==> config.mk <==
export PLATFORM = sky130hd
export DESIGN_NAME = qiorw_host
export DESIGN_NICKNAME = d
export VERILOG_FILES = /design/src/rtl/qiorw_pkg.sv /design/src/rtl/qiorw_host.sv
export SDC_FILE = /design/constraint.sdc
export NUM_CORES = 1
export LEC_CHECK = 0
export BUFFER_PORTS_ARGS = -buffer_cell sky130_fd_sc_hd__buf_2
export CORE_MARGIN = 3
export CORE_UTILIZATION = 40
export DETAILED_ROUTE_END_ITERATION = 6
export PLACE_DENSITY = 0.59
export SETUP_SLACK_MARGIN = 0.2
export SLEW_MARGIN = 20
export SYNTH_ARGS = -nofsm -noshare
export SYNTH_HDL_FRONTEND = slang
export SYNTH_SLANG_ARGS = --single-unit
==> constraint.sdc <==
create_clock -name hclk -period 7 [get_ports hclk]
set_clock_uncertainty 0.05 [all_clocks]
set_input_delay 0.35 -clock hclk [delete_from_list [all_inputs] [get_ports hclk]]
set_output_delay 0.35 -clock hclk [all_outputs]
set_load 0.01 [all_outputs]
==> src/rtl/qiorw_pkg.sv <==
// shared constants and types of the quad read and wrap host engine
package qiorw_pkg;
  // register byte offsets on the bus
  localparam logic [7:0] OFS_CTRL = 8'h00;
  localparam logic [7:0] OFS_ADDR = 8'h04;
  localparam logic [7:0] OFS_CFG = 8'h08;
  localparam logic [7:0] OFS_LEN = 8'h0c;
  localparam logic [7:0] OFS_STATUS = 8'h10;
  localparam logic [7:0] OFS_DATA = 8'h14;
  // field positions
  localparam int CTRL_KIND_LSB = 0;
  localparam int CTRL_CONT_BIT = 4;
  localparam int CTRL_START_BIT = 8;
  localparam int CFG_QE_BIT = 0;
  localparam int CFG_QCM_BIT = 1;
  localparam int CFG_DSEL_LSB = 4;
  localparam int ST_BUSY_BIT = 0;
  localparam int ST_VALID_BIT = 1;
  localparam int ST_REFUSED_BIT = 2;
  localparam int ST_CONT_BIT = 3;
  // position of qpi_dummy_count_select inside the read-parameter byte
  localparam int PARAM_DSEL_LSB = 4;
  // opcodes and fixed bytes
  localparam logic [7:0] OPC_FAST = 8'heb;
  localparam logic [7:0] OPC_WORD = 8'he7;
  localparam logic [7:0] OPC_OCTAL = 8'he3;
  localparam logic [7:0] OPC_WRAPCFG = 8'h77;
  localparam logic [7:0] OPC_PARAM = 8'hc0;
  localparam logic [7:0] OPC_BURST = 8'h0c;
  localparam logic [7:0] EXIT_BYTE = 8'hff;
  localparam logic [7:0] MODE_CONT = 8'h20;
  localparam logic [7:0] MODE_NORMAL = 8'hff;
  // serial clock counts of each phase
  localparam logic [4:0] OPC_SPI_CLKS = 5'd8;
  localparam logic [4:0] OPC_QPI_CLKS = 5'd2;
  localparam logic [4:0] ADR_QUAD_CLKS = 5'd6;
  localparam logic [4:0] WRAP_DUMMY_CLKS = 5'd24;
  localparam logic [4:0] BYTE_SINGLE_CLKS = 5'd8;
  localparam logic [4:0] BYTE_QUAD_CLKS = 5'd2;
  localparam logic [4:0] DUM_FAST_CLKS = 5'd4;
  localparam logic [4:0] DUM_WORD_CLKS = 5'd2;
  localparam logic [4:0] DUM_QPI_00 = 5'd10;
  localparam logic [4:0] DUM_QPI_01 = 5'd4;
  localparam logic [4:0] DUM_QPI_10 = 5'd6;
  localparam logic [4:0] DUM_QPI_11 = 5'd8;
  // timing
  localparam int HCLK_PERIOD_NS = 100;
  localparam int SCLK_PERIOD_NS = 800;
  localparam int SCLK_HALF_CYCLES = SCLK_PERIOD_NS / (2 * HCLK_PERIOD_NS);

  typedef enum logic [2:0] {K_FAST, K_WORD, K_OCTAL, K_WRAPCFG, K_PARAM, K_BURST, K_EXIT, K_RSVD} qiorw_kind_t;
  typedef enum logic [2:0] {PH_IDLE, PH_OPC, PH_ADR, PH_MODE, PH_DUM, PH_DATA, PH_END} qiorw_phase_t;

  typedef struct packed {
    logic cs_n;
    logic sclk;
    logic [3:0] io_out;
    logic [3:0] io_oe;
  } qiorw_pins_t;

  typedef struct packed {
    qiorw_phase_t ph;
    qiorw_kind_t kind;
    logic [4:0] left;
    logic [7:0] div;
    logic sclk;
    logic cs_n;
    logic [3:0] io_out;
    logic [3:0] io_oe;
    logic [31:0] sh;
    logic [3:0] rx;
    logic nib;
    logic rel;
    logic skip;
    logic [15:0] cnt;
    logic qe;
    logic qcm;
    logic [1:0] dsel;
    logic cont_req;
    logic [23:0] addr;
    logic [15:0] len;
    logic cont_active;
    qiorw_kind_t cont_kind;
    logic [7:0] data;
    logic valid;
    logic refused;
    logic start;
    logic a_sel;
    logic a_wr;
    logic [7:0] a_addr;
    logic [31:0] hrdata;
    logic [3:0] s1;
    logic [3:0] s2;
  } qiorw_state_t;
endpackage

==> src/rtl/qiorw_host.sv <==
// host engine for quad reads, continuous read, wrap and read-parameter commands
`timescale 1ns/10ps
module qiorw_host #(
  parameter int HALF_CYCLES = qiorw_pkg::SCLK_HALF_CYCLES
) (
  // clock and reset
  input wire logic hclk,
  input wire logic hresetn,
  // ahb-lite slave
  input wire logic hsel,
  input wire logic [31:0] haddr,
  input wire logic [1:0] htrans,
  input wire logic hwrite,
  input wire logic [2:0] hsize,
  input wire logic [31:0] hwdata,
  input wire logic hready,
  output logic hreadyout,
  output logic hresp,
  output logic [31:0] hrdata,
  // flash pins
  input wire logic [3:0] io_in,
  output qiorw_pkg::qiorw_pins_t flash
);

  if (HALF_CYCLES < 3 || HALF_CYCLES > 255) begin : g_bad_half
    $error("HALF_CYCLES must lie in 3..255");
  end

  localparam logic [7:0] HALF_LAST = 8'(HALF_CYCLES - 1);

  qiorw_pkg::qiorw_state_t s;
  qiorw_pkg::qiorw_state_t n;

  function automatic logic is_read(input qiorw_pkg::qiorw_kind_t k);
    return k inside {qiorw_pkg::K_FAST, qiorw_pkg::K_WORD, qiorw_pkg::K_OCTAL, qiorw_pkg::K_BURST};
  endfunction

  function automatic logic has_mode(input qiorw_pkg::qiorw_kind_t k);
    return k inside {qiorw_pkg::K_FAST, qiorw_pkg::K_WORD, qiorw_pkg::K_OCTAL};
  endfunction

  function automatic logic [4:0] qpi_dummy(input logic [1:0] ds);
    logic [4:0] r;
    r = qiorw_pkg::DUM_QPI_00;
    case (ds)
      2'b01: r = qiorw_pkg::DUM_QPI_01;
      2'b10: r = qiorw_pkg::DUM_QPI_10;
      2'b11: r = qiorw_pkg::DUM_QPI_11;
      default: r = qiorw_pkg::DUM_QPI_00;
    endcase
    return r;
  endfunction

  function automatic logic [4:0] plen(input qiorw_pkg::qiorw_kind_t k, input logic qcm, input logic [1:0] ds,
                                      input logic skip, input qiorw_pkg::qiorw_phase_t ph);
    logic [4:0] r;
    r = 5'd0;
    case (ph)
      qiorw_pkg::PH_OPC:
        if (!skip)
          r = (qcm && k != qiorw_pkg::K_EXIT) ? qiorw_pkg::OPC_QPI_CLKS : qiorw_pkg::OPC_SPI_CLKS;
      qiorw_pkg::PH_ADR:
        if (is_read(k))
          r = qiorw_pkg::ADR_QUAD_CLKS;
        else if (k == qiorw_pkg::K_WRAPCFG)
          r = qcm ? qiorw_pkg::ADR_QUAD_CLKS : qiorw_pkg::WRAP_DUMMY_CLKS;
      qiorw_pkg::PH_MODE:
        if (has_mode(k) || k == qiorw_pkg::K_PARAM)
          r = qiorw_pkg::BYTE_QUAD_CLKS;
        else if (k == qiorw_pkg::K_WRAPCFG)
          r = qcm ? qiorw_pkg::BYTE_QUAD_CLKS : qiorw_pkg::BYTE_SINGLE_CLKS;
      qiorw_pkg::PH_DUM:
        case (k)
          // mode byte is counted inside the configured dummies
          qiorw_pkg::K_FAST: r = qcm ? qpi_dummy(ds) - qiorw_pkg::BYTE_QUAD_CLKS : qiorw_pkg::DUM_FAST_CLKS;
          qiorw_pkg::K_WORD: r = qiorw_pkg::DUM_WORD_CLKS;
          qiorw_pkg::K_BURST: r = qpi_dummy(ds);
          default: r = 5'd0;
        endcase
      qiorw_pkg::PH_DATA:
        r = {4'h0, is_read(k)};
      default: r = 5'd0;
    endcase
    return r;
  endfunction

  function automatic qiorw_pkg::qiorw_phase_t nph(input qiorw_pkg::qiorw_kind_t k, input logic qcm,
                                                  input logic [1:0] ds, input logic skip,
                                                  input qiorw_pkg::qiorw_phase_t cur);
    qiorw_pkg::qiorw_phase_t r;
    r = qiorw_pkg::PH_END;
    for (int i = int'(qiorw_pkg::PH_DATA); i > int'(cur); i--)
      if (plen(k, qcm, ds, skip, qiorw_pkg::qiorw_phase_t'(i)) != 5'd0)
        r = qiorw_pkg::qiorw_phase_t'(i);
    return r;
  endfunction

  function automatic logic is_quad(input qiorw_pkg::qiorw_kind_t k, input logic qcm,
                                   input qiorw_pkg::qiorw_phase_t ph);
    logic r;
    r = 1'b0;
    case (ph)
      qiorw_pkg::PH_OPC: r = qcm && k != qiorw_pkg::K_EXIT;
      qiorw_pkg::PH_ADR, qiorw_pkg::PH_MODE: r = k != qiorw_pkg::K_WRAPCFG || qcm;
      default: r = 1'b0;
    endcase
    return r;
  endfunction

  function automatic logic [31:0] load_sh(input qiorw_pkg::qiorw_kind_t k, input logic [23:0] a, input logic c,
                                          input qiorw_pkg::qiorw_phase_t ph);
    logic [7:0] op;
    logic [31:0] r;
    op = qiorw_pkg::EXIT_BYTE;
    r = 32'h0000_0000;
    case (k)
      qiorw_pkg::K_FAST: op = qiorw_pkg::OPC_FAST;
      qiorw_pkg::K_WORD: op = qiorw_pkg::OPC_WORD;
      qiorw_pkg::K_OCTAL: op = qiorw_pkg::OPC_OCTAL;
      qiorw_pkg::K_WRAPCFG: op = qiorw_pkg::OPC_WRAPCFG;
      qiorw_pkg::K_PARAM: op = qiorw_pkg::OPC_PARAM;
      qiorw_pkg::K_BURST: op = qiorw_pkg::OPC_BURST;
      default: op = qiorw_pkg::EXIT_BYTE;
    endcase
    case (ph)
      qiorw_pkg::PH_OPC: r = {op, 24'h00_0000};
      qiorw_pkg::PH_ADR: r = (k == qiorw_pkg::K_WRAPCFG) ? 32'h0000_0000 : {a, 8'h00};
      qiorw_pkg::PH_MODE:
        // wrap bits and read parameters travel in the low address byte
        if (k == qiorw_pkg::K_WRAPCFG || k == qiorw_pkg::K_PARAM)
          r = {a[7:0], 24'h00_0000};
        else
          r = {c ? qiorw_pkg::MODE_CONT : qiorw_pkg::MODE_NORMAL, 24'h00_0000};
      default: r = 32'h0000_0000;
    endcase
    return r;
  endfunction

  logic busy;
  assign busy = s.ph != qiorw_pkg::PH_IDLE || s.start;

  always_comb
  begin
    qiorw_pkg::qiorw_phase_t p;
    logic ld;
    logic drv;
    logic q;
    logic skip_now;
    logic refuse;
    logic [31:0] r;
    p = qiorw_pkg::PH_IDLE;
    ld = 1'b0;
    drv = 1'b0;
    q = 1'b0;
    r = 32'h0000_0000;
    n = s;
    n.s1 = io_in;
    n.s2 = s.s1;
    skip_now = s.cont_active && s.kind == s.cont_kind && has_mode(s.kind);
    refuse = (has_mode(s.kind) && !s.qe)
           || (s.kind == qiorw_pkg::K_WORD && s.addr[0])
           || (s.kind == qiorw_pkg::K_OCTAL && s.addr[3:0] != 4'h0)
           || (s.qcm && s.kind inside {qiorw_pkg::K_WORD, qiorw_pkg::K_OCTAL, qiorw_pkg::K_WRAPCFG})
           || (!s.qcm && s.kind inside {qiorw_pkg::K_PARAM, qiorw_pkg::K_BURST})
           || (is_read(s.kind) && s.len == 16'h0000)
           || s.kind == qiorw_pkg::K_RSVD
           // a different command while continuous mode holds needs the exit sequence first
           || (s.cont_active && s.kind != s.cont_kind && s.kind != qiorw_pkg::K_EXIT);
    if (s.rel)
    begin
      n.io_oe = 4'h0;
      n.rel = 1'b0;
    end
    // bus data phase of a write
    if (s.a_sel && s.a_wr)
    begin
      case (s.a_addr)
        qiorw_pkg::OFS_CTRL:
          if (!busy)
          begin
            n.kind = qiorw_pkg::qiorw_kind_t'(hwdata[qiorw_pkg::CTRL_KIND_LSB +: 3]);
            n.cont_req = hwdata[qiorw_pkg::CTRL_CONT_BIT];
            n.start = hwdata[qiorw_pkg::CTRL_START_BIT];
          end
        qiorw_pkg::OFS_ADDR: if (!busy) n.addr = hwdata[23:0];
        qiorw_pkg::OFS_CFG:
          if (!busy)
          begin
            n.qe = hwdata[qiorw_pkg::CFG_QE_BIT];
            n.qcm = hwdata[qiorw_pkg::CFG_QCM_BIT];
            n.dsel = hwdata[qiorw_pkg::CFG_DSEL_LSB +: 2];
          end
        qiorw_pkg::OFS_LEN: if (!busy) n.len = hwdata[15:0];
        qiorw_pkg::OFS_STATUS: if (hwdata[qiorw_pkg::ST_REFUSED_BIT]) n.refused = 1'b0;
        default: ;
      endcase
    end
    // bus address phase; read data are registered here
    n.a_sel = hsel && htrans[1] && hready;
    n.a_wr = hwrite;
    n.a_addr = haddr[7:0];
    if (hsel && htrans[1] && hready && !hwrite)
    begin
      case (haddr[7:0])
        qiorw_pkg::OFS_CTRL:
        begin
          r[qiorw_pkg::CTRL_KIND_LSB +: 3] = s.kind;
          r[qiorw_pkg::CTRL_CONT_BIT] = s.cont_req;
        end
        qiorw_pkg::OFS_ADDR: r[23:0] = s.addr;
        qiorw_pkg::OFS_CFG:
        begin
          r[qiorw_pkg::CFG_QE_BIT] = s.qe;
          r[qiorw_pkg::CFG_QCM_BIT] = s.qcm;
          r[qiorw_pkg::CFG_DSEL_LSB +: 2] = s.dsel;
        end
        qiorw_pkg::OFS_LEN: r[15:0] = s.len;
        qiorw_pkg::OFS_STATUS:
        begin
          r[qiorw_pkg::ST_BUSY_BIT] = busy;
          r[qiorw_pkg::ST_VALID_BIT] = s.valid;
          r[qiorw_pkg::ST_REFUSED_BIT] = s.refused;
          r[qiorw_pkg::ST_CONT_BIT] = s.cont_active;
        end
        qiorw_pkg::OFS_DATA:
        begin
          r[7:0] = s.data;
          n.valid = 1'b0;
        end
        default: r = 32'h0000_0000;
      endcase
      n.hrdata = r;
    end
    // serial sequencer; hardware sets below win over software clears above
    case (s.ph)
      qiorw_pkg::PH_IDLE:
        if (s.start)
        begin
          n.start = 1'b0;
          if (refuse)
            n.refused = 1'b1;
          else
          begin
            n.cs_n = 1'b0;
            n.sclk = 1'b0;
            n.div = 8'h00;
            n.cnt = s.len;
            n.skip = skip_now;
            p = nph(s.kind, s.qcm, s.dsel, skip_now, qiorw_pkg::PH_IDLE);
            ld = 1'b1;
          end
        end
      qiorw_pkg::PH_END:
        if (s.div == HALF_LAST)
        begin
          n.cs_n = 1'b1;
          n.ph = qiorw_pkg::PH_IDLE;
          n.div = 8'h00;
          if (has_mode(s.kind))
          begin
            n.cont_active = s.cont_req;
            n.cont_kind = s.kind;
          end
          if (s.kind == qiorw_pkg::K_EXIT)
            n.cont_active = 1'b0;
          if (s.kind == qiorw_pkg::K_PARAM)
            n.dsel = s.addr[qiorw_pkg::PARAM_DSEL_LSB +: 2];
        end
        else
          n.div = s.div + 8'h01;
      default:
        if (s.div != HALF_LAST)
          n.div = s.div + 8'h01;
        else if (!s.sclk)
        begin
          // no buffer: the clock waits low until software has taken the previous byte
          if (!(s.ph == qiorw_pkg::PH_DATA && !s.nib && s.valid))
          begin
            n.sclk = 1'b1;
            n.div = 8'h00;
            if (s.ph != qiorw_pkg::PH_DATA && s.left == 5'd1
                && nph(s.kind, s.qcm, s.dsel, s.skip, s.ph) == qiorw_pkg::PH_DATA)
              n.rel = 1'b1;
          end
        end
        else
        begin
          n.sclk = 1'b0;
          n.div = 8'h00;
          if (s.ph == qiorw_pkg::PH_DATA)
          begin
            if (!s.nib)
            begin
              n.rx = s.s2;
              n.nib = 1'b1;
            end
            else
            begin
              n.data = {s.rx, s.s2};
              n.valid = 1'b1;
              n.nib = 1'b0;
              n.cnt = s.cnt - 16'h0001;
              if (s.cnt == 16'h0001)
              begin
                p = qiorw_pkg::PH_END;
                ld = 1'b1;
              end
            end
          end
          else if (s.left == 5'd1)
          begin
            p = nph(s.kind, s.qcm, s.dsel, s.skip, s.ph);
            ld = 1'b1;
          end
          else
          begin
            n.left = s.left - 5'd1;
            n.sh = is_quad(s.kind, s.qcm, s.ph) ? {s.sh[27:0], 4'h0} : {s.sh[30:0], 1'b0};
            drv = 1'b1;
          end
        end
    endcase
    if (ld)
    begin
      n.ph = p;
      n.left = plen(s.kind, s.qcm, s.dsel, n.skip, p);
      n.sh = load_sh(s.kind, s.addr, s.cont_req, p);
      n.nib = 1'b0;
      drv = 1'b1;
    end
    if (drv)
    begin
      q = is_quad(s.kind, s.qcm, n.ph);
      n.io_out = q ? n.sh[31:28] : {3'b000, n.sh[31]};
      if (n.ph inside {qiorw_pkg::PH_OPC, qiorw_pkg::PH_ADR, qiorw_pkg::PH_MODE})
        n.io_oe = q ? 4'hf : 4'h1;
      else
        n.io_oe = 4'h0;
    end
  end

  always_ff @(posedge hclk or negedge hresetn)
  begin
    if (!hresetn)
    begin
      s <= '0;
      s.cs_n <= 1'b1;
    end
    else
      s <= n;
  end

  assign hreadyout = 1'b1;
  assign hresp = 1'b0;
  assign hrdata = s.hrdata;
  assign flash = '{cs_n: s.cs_n, sclk: s.sclk, io_out: s.io_out, io_oe: s.io_oe};

  // helper counters for the checks below
  logic [7:0] hi_cnt;
  logic [7:0] rise_cnt;
  logic sclk_d;
  always_ff @(posedge hclk or negedge hresetn)
  begin
    if (!hresetn)
    begin
      hi_cnt <= 8'h00;
      rise_cnt <= 8'h00;
      sclk_d <= 1'b0;
    end
    else
    begin
      sclk_d <= s.sclk;
      hi_cnt <= s.sclk ? hi_cnt + 8'h01 : 8'h00;
      rise_cnt <= s.cs_n ? 8'h00 : rise_cnt + {7'h00, s.sclk && !sclk_d};
    end
  end

  property p_qe_gate;
    @(posedge hclk) disable iff (!hresetn) $fell(s.cs_n) && has_mode(s.kind) |-> s.qe;
  endproperty
  a_qe_gate: assert property (p_qe_gate) else $error("quad read started without quad enable");

  property p_quad_addr;
    @(posedge hclk) disable iff (!hresetn)
      s.ph == qiorw_pkg::PH_ADR && is_read(s.kind) && $rose(s.sclk) |-> s.io_oe == 4'hf;
  endproperty
  a_quad_addr: assert property (p_quad_addr) else $error("read address not on four lines");

  property p_half_period;
    @(posedge hclk) disable iff (!hresetn) $fell(s.sclk) |-> hi_cnt == 8'(HALF_CYCLES);
  endproperty
  a_half_period: assert property (p_half_period) else $error("serial clock high time wrong");

  property p_fast_lead;
    @(posedge hclk) disable iff (!hresetn)
      $rose(s.ph == qiorw_pkg::PH_DATA) && s.kind == qiorw_pkg::K_FAST && !s.qcm && !s.skip |-> rise_cnt == 8'd20;
  endproperty
  a_fast_lead: assert property (p_fast_lead) else $error("fast read lead-in clock count wrong");

  property p_cont_skip;
    @(posedge hclk) disable iff (!hresetn) $fell(s.cs_n) && s.skip |-> s.ph == qiorw_pkg::PH_ADR;
  endproperty
  a_cont_skip: assert property (p_cont_skip) else $error("continuous read did not skip the opcode");

  property p_word_read;
    @(posedge hclk) disable iff (!hresetn)
      $rose(s.ph == qiorw_pkg::PH_DATA) && s.kind == qiorw_pkg::K_WORD && !s.skip
      |-> rise_cnt == 8'd18 && !s.addr[0];
  endproperty
  a_word_read: assert property (p_word_read) else $error("word read lead-in or alignment wrong");

  property p_octal;
    @(posedge hclk) disable iff (!hresetn)
      $fell(s.cs_n) && s.kind == qiorw_pkg::K_OCTAL |-> s.addr[3:0] == 4'h0 && s.qe;
  endproperty
  a_octal: assert property (p_octal) else $error("octal read misaligned or without quad enable");

  property p_wrap_frame;
    @(posedge hclk) disable iff (!hresetn)
      $rose(s.cs_n) && s.kind == qiorw_pkg::K_WRAPCFG && !s.qcm |-> $past(rise_cnt) == 8'd40;
  endproperty
  a_wrap_frame: assert property (p_wrap_frame) else $error("wrap configuration frame length wrong");

  property p_release;
    @(posedge hclk) disable iff (!hresetn) $rose(s.ph == qiorw_pkg::PH_DATA) |-> $past(s.io_oe) == 4'h0;
  endproperty
  a_release: assert property (p_release) else $error("lines still driven at first data edge");

  property p_exit;
    @(posedge hclk) disable iff (!hresetn)
      s.kind == qiorw_pkg::K_EXIT && s.ph == qiorw_pkg::PH_OPC |-> s.io_out[0] && s.io_oe == 4'h1;
  endproperty
  a_exit: assert property (p_exit) else $error("exit sequence not all ones on line zero");

endmodule // qiorw_host

* Word level (Yosys, flattened, before mapping)
Index checks and enable logic that the tools add are counted.
** Storage, ports and cells
- Flip-flop bits (word level) :: 186
- Bits of input ports :: 78
- Output and inout port bits :: 44
- Word-level logic and storage cells :: 462
** Operators by class
- $add $sub $neg :: 7
- $lt $le $gt $ge :: 5
- Eq/ne operators :: 51
- Muxes and demuxes :: 275
- Bitwise operators :: 5
- Reductions and logical operators :: 86
** Operator list (number)
- 2-to-1 mux 5 bit :: 108
- 2-to-1 mux 32 bit :: 6
- 2-to-1 mux 3 bit :: 48
- 2-to-1 mux 16 bit :: 6
- case mux 32 bit (3 select lines) :: 1
- 2-to-1 mux 38 bit :: 2
- nonzero test 5 bit :: 15
- case mux 5 bit (3 select lines) :: 4
- 2-to-1 mux 4 bit :: 14
- 2-to-1 mux 24 bit :: 2
- case mux 8 bit (6 select lines) :: 1
- 2-to-1 mux 1 bit :: 43
- 2-to-1 mux 43 bit :: 1
- 2-to-1 mux 37 bit :: 1
- 2-to-1 mux 17 bit :: 2
- equality test 8 x 4 -> 1 bit (second input constant) :: 4
- 2-to-1 mux 8 bit :: 4
- case mux 16 bit (2 select lines) :: 1
- case mux 8 bit (2 select lines) :: 2
- equality test 3 bit (second input constant) :: 9
- case mux 5 bit (5 select lines) :: 1
- equality test 3 x 2 -> 1 bit (second input constant) :: 8
- equality test 8 x 5 -> 1 bit (second input constant) :: 3
- 2-to-1 mux 2 bit :: 11
- 46 further kinds :: 132

* Longest topological paths before layout
- Depth after elaboration :: 43
- Depth in mapped cells :: 12
- Gate-level depth less buffers :: 11

* Worst setup path after synthesis
OpenSTA, ideal clock, no wires.
- Kind :: register to register
- From :: reg s[188] in the netlist's numbering
- To :: reg s, in the netlist flash[4]
- Library setup time :: 0.137 ns
- Data arrival time :: 2.662 ns
- Data required time :: 6.813 ns
- Setup slack :: 4.150 ns
- Cell stages (with the launch flop) :: 12
- Buffers on the path :: 2
- Period minus slack after synthesis :: 2.850 ns
- Path through :: dfrtp_1 -> buf_6 -> xor2_1 -> a211o_1 -> a32o_2 -> nor4_4 -> o21ba_4 -> and3_4 -> buf_6 -> a221o_1 -> mux2i_1 -> a21oi_1
** RTL lines
- from (decl) :: RTL line qiorw_host.sv:31 : qiorw_pkg::qiorw_state_t s;
- from (signal assigned) :: RTL line qiorw_host.sv:350 : s <= n;

==> reports/summary.txt <==
outcome - finished with violations
failing checks - negative hold slack
most frequent cell after synthesis - dfrtp_1
fraction of the core area covered by cells at the end of the flow - 46.0%
Total GRT Usage - 19.3%
grt total ovfl - 0
Setup violations, final - 0
last weighted congestion value of the routability-driven placer - 0.833
instance area at placement - 0.00992 mm²
power density over the cells - 207 mW/mm²
number of optimization iterations in the first detailed-route pass - 5
relative slew slack - 32.4%
clock tree sinks - 183
share of the clock period used by the worst path - 53.4%
number of buffers between clock root and the deepest sink - 2
number of cells on the worst reg-to-reg path - 9
WL/cell - 18.3 µm
M3 GR Usage - 4.15%
effective utilization at floorplan - 41.5%
pin count of the biggest net entering global routing - 107
final critical path time including I/O delays and setup - 3740 ps
number of DRC markers after the initial detailed-route iteration - 566
cell internal power dissipation - 1640 µW
destination of the worst register-to-register timing path - flash[4]
number of enable-type register cells in the synthesized netlist - 0
Synth area leader - dfrtp_1
post-CTS clock slew at the launch and capture registers of the worst setup and hold paths - 70 ps
switching power - 561 µW
Cell variety after synth - 73
number of fill cells in the layout - 2196
sequential share of power - 50.4%
sum of negative setup slack - 0 ps
Synth Area per Inst - 9.65 µm²
chip width - 161 µm
total wire length after detailed routing - 24.6 mm
count of yosys warnings during synthesis - 0
standard cell with the maximum stage delay on the critical path - dfrtp_1
CTS tree - built
Diodes inserted - 0
later-pin clock latency in the skew report - 440 ps
final antenna-violating net count - 0
type of the setup path with the least slack - flop to flop
hpwl dp - 17.4 mm
maximum level of the CTS H-tree - 4
largest driver fanout on the critical path - 29
Static Leakage - 0.00477 µW
vias in the first global route - 7258
total number of nets in the final design - 1103
row count - 55
worst path arrival time - 3980 ps
cell types with the largest area share after synthesis - dfrtp_1, mux2_2, o21ai_0
actual slew at the worst max-slew pin - 1000 ps
drc violations - 0
launch point of the worst reg-to-reg path - s[190]
startpoint class of the critical path - flop
met1 layer usage reported by global route - 28.4%
number of buffers inserted during clock tree synthesis - 17
met2 global-route usage - 29.2%
fraction of registers with async set or reset after synthesis - 100%
part of the power in combinational logic - 5.2%
number of instances resized during post-cts repair - 0
share of power burned in the clock network - 44.4%
Ports - 122
max-cap viol count - 0
overall via count from detail_route - 7458
path class of the lowest-slack min-delay path - primary input to async pin
maximum operating frequency - 268 MHz
Area Overhead vs Synth - 11.0%
final non-filler cell area - 0.0106 mm²
area share of the largest cell type after synthesis - 47.6%
proportion of layout cells with a drive suffix above 1 - 18.9%
via density per instance - 5.56
switching share of power - 25.5%
number of antenna violations at the first check in global routing - 1
Critical Path, Cell by Cell - nand4b_1 > a211o_1 > a32o_2 > nor4_4 > o21ba_4 > and3_4 > a221o_1 > mux2i_1 > a21oi_1
delay of the slowest critical-path stage - 950 ps
die area - 0.0258 mm²
overall die height - 161 µm
hold-fix buffer count after cts - 10
GRT Max-Usage Layer - met2
RSZ-0062 raised after global routing - false
Final Hold Violating Endpoints - 12
synthesized netlist cell count - 991
flip-flop cell with the highest count after synthesis - dfrtp_1
proportion of synthesized chip area in sequential cells - 47.9%
CTS root buf - clkbuf_16
commonest cells in the synthesized netlist - dfrtp_1, o21ai_0, nand2_1, nor2_1, mux2_2
worst supply voltage drop on vdd - 0.141 mV
Post-Route Hold Slack - -29.4 ps
Port-buffer cells - 75
Final Slew Violations - 0
post-CTS setup buffer count - 0
critical path data required time - 7240 ps
flop-to-flop setup slack - 3260 ps
flop and latch count out of synthesis - 183
category of the worst setup path capture point - flop
global-route wire length before repair - 39.8 mm
area of the core - 0.0231 mm²
Netlist Area Pre-Place - 0.00957 mm²
==> layer usage <==
layer	vias up	share of wire (%)
li1	3561	-
met3	27	6.0
met5	-	0.073
met1	3636	49
met2	232	44
met4	2	0.98
==> worst max-delay path, delay by kind of cell (launching register included) <==
family             cells  cell delay, ps
AOI/OAI and AO/OA      5            1400
and+or+nand+nor        3            1050
DFF                    1             950
muxes                  1             150
==> registers in the layout, indices dropped and copies added, names as in the netlist <==
signal and flops:
flash 8, hrdata 24, n 4, s 147
==> kinds of logic (layout without fill, tap and decap cells) <==
group	Yosys count	in the layout	share of synthesized area [%]
buffers and inverters	115	145	6.54
adder cells (fa/ha/maj)	8	8	1.05
AO/OA/AOI/OAI	260	260	16.5
other	2	10	0.0785
multiplexers	99	99	11.6
XOR/XNOR	6	6	0.549
AND/OR/NAND/NOR	318	318	15.8
flip-flops	183	183	47.9
==> through the flow <==
step	setup WS, ps	hold WS (ps)	std cells	total power [µW]
after floorplan	4150	4.41	999	1180
after global placement	3360	283	1301	1240
after detailed placement	3310	285	1301	1240
after CTS	3300	10.8	1342	2220
after global routing	3060	1.03	1342	2280
final	3260	-29.4	1342	2200
==> cells in the final DEF, fill, tap and decap left out, types with 7 or more instances in the layout <==
cell type,n
nand2_1,105
dfrtp_1,182
mux2_2,61
conb_1,10
nor4_1,9
dlygate4sd3_1,10
o21ai_0,108
mux2i_1,35
a22oi_1,18
o31ai_1,7
buf_2,74
a21oi_1,58
a31oi_1,9
nand3b_1,10
nor2_1,99
nand3_1,25
nor3_1,11
inv_1,19
buf_4,10
ha_1,8
nand2b_1,9
clkbuf_16,17
==> how the worst max path moves through the flow <==
stage | from | to | slack (ps) | depth (start not counted)
after floorplan | s[188] | flash[4] | 4150 | 11
after global placement | s[190] | flash[4] | 3360 | 9
after detailed placement | s[190] | flash[4] | 3310 | 9
after CTS | s[190] | flash[4] | 3300 | 9
after global routing | s[190] | flash[4] | 3060 | 9
final | s[190] | flash[4] | 3260 | 9
==> power groups by stage <==
stage / clock network, µW / registers [µW] / logic (µW)
after CTS: 996 / 1110 / 117
after global routing: 1040 / 1110 / 131
final: 976 / 1110 / 115
after floorplan: 0 / 1110 / 69.8
after detailed placement: 0 / 1130 / 113
after global placement: 0 / 1130 / 112
==> area by class of cell <==
type                            count  area, µm²  area share (%)
Tap cell                          313        392            3.69
Inverter                           19       71.3           0.672
Timing Repair Buffer               95        559            5.27
Clock buffer                       18        439            4.14
Multi-Input combinational cell    701       4420            41.6
Clock inverter                     13        154            1.45
Sequential cell                   183       4580            43.2
Power figures use the tool's default switching activity.
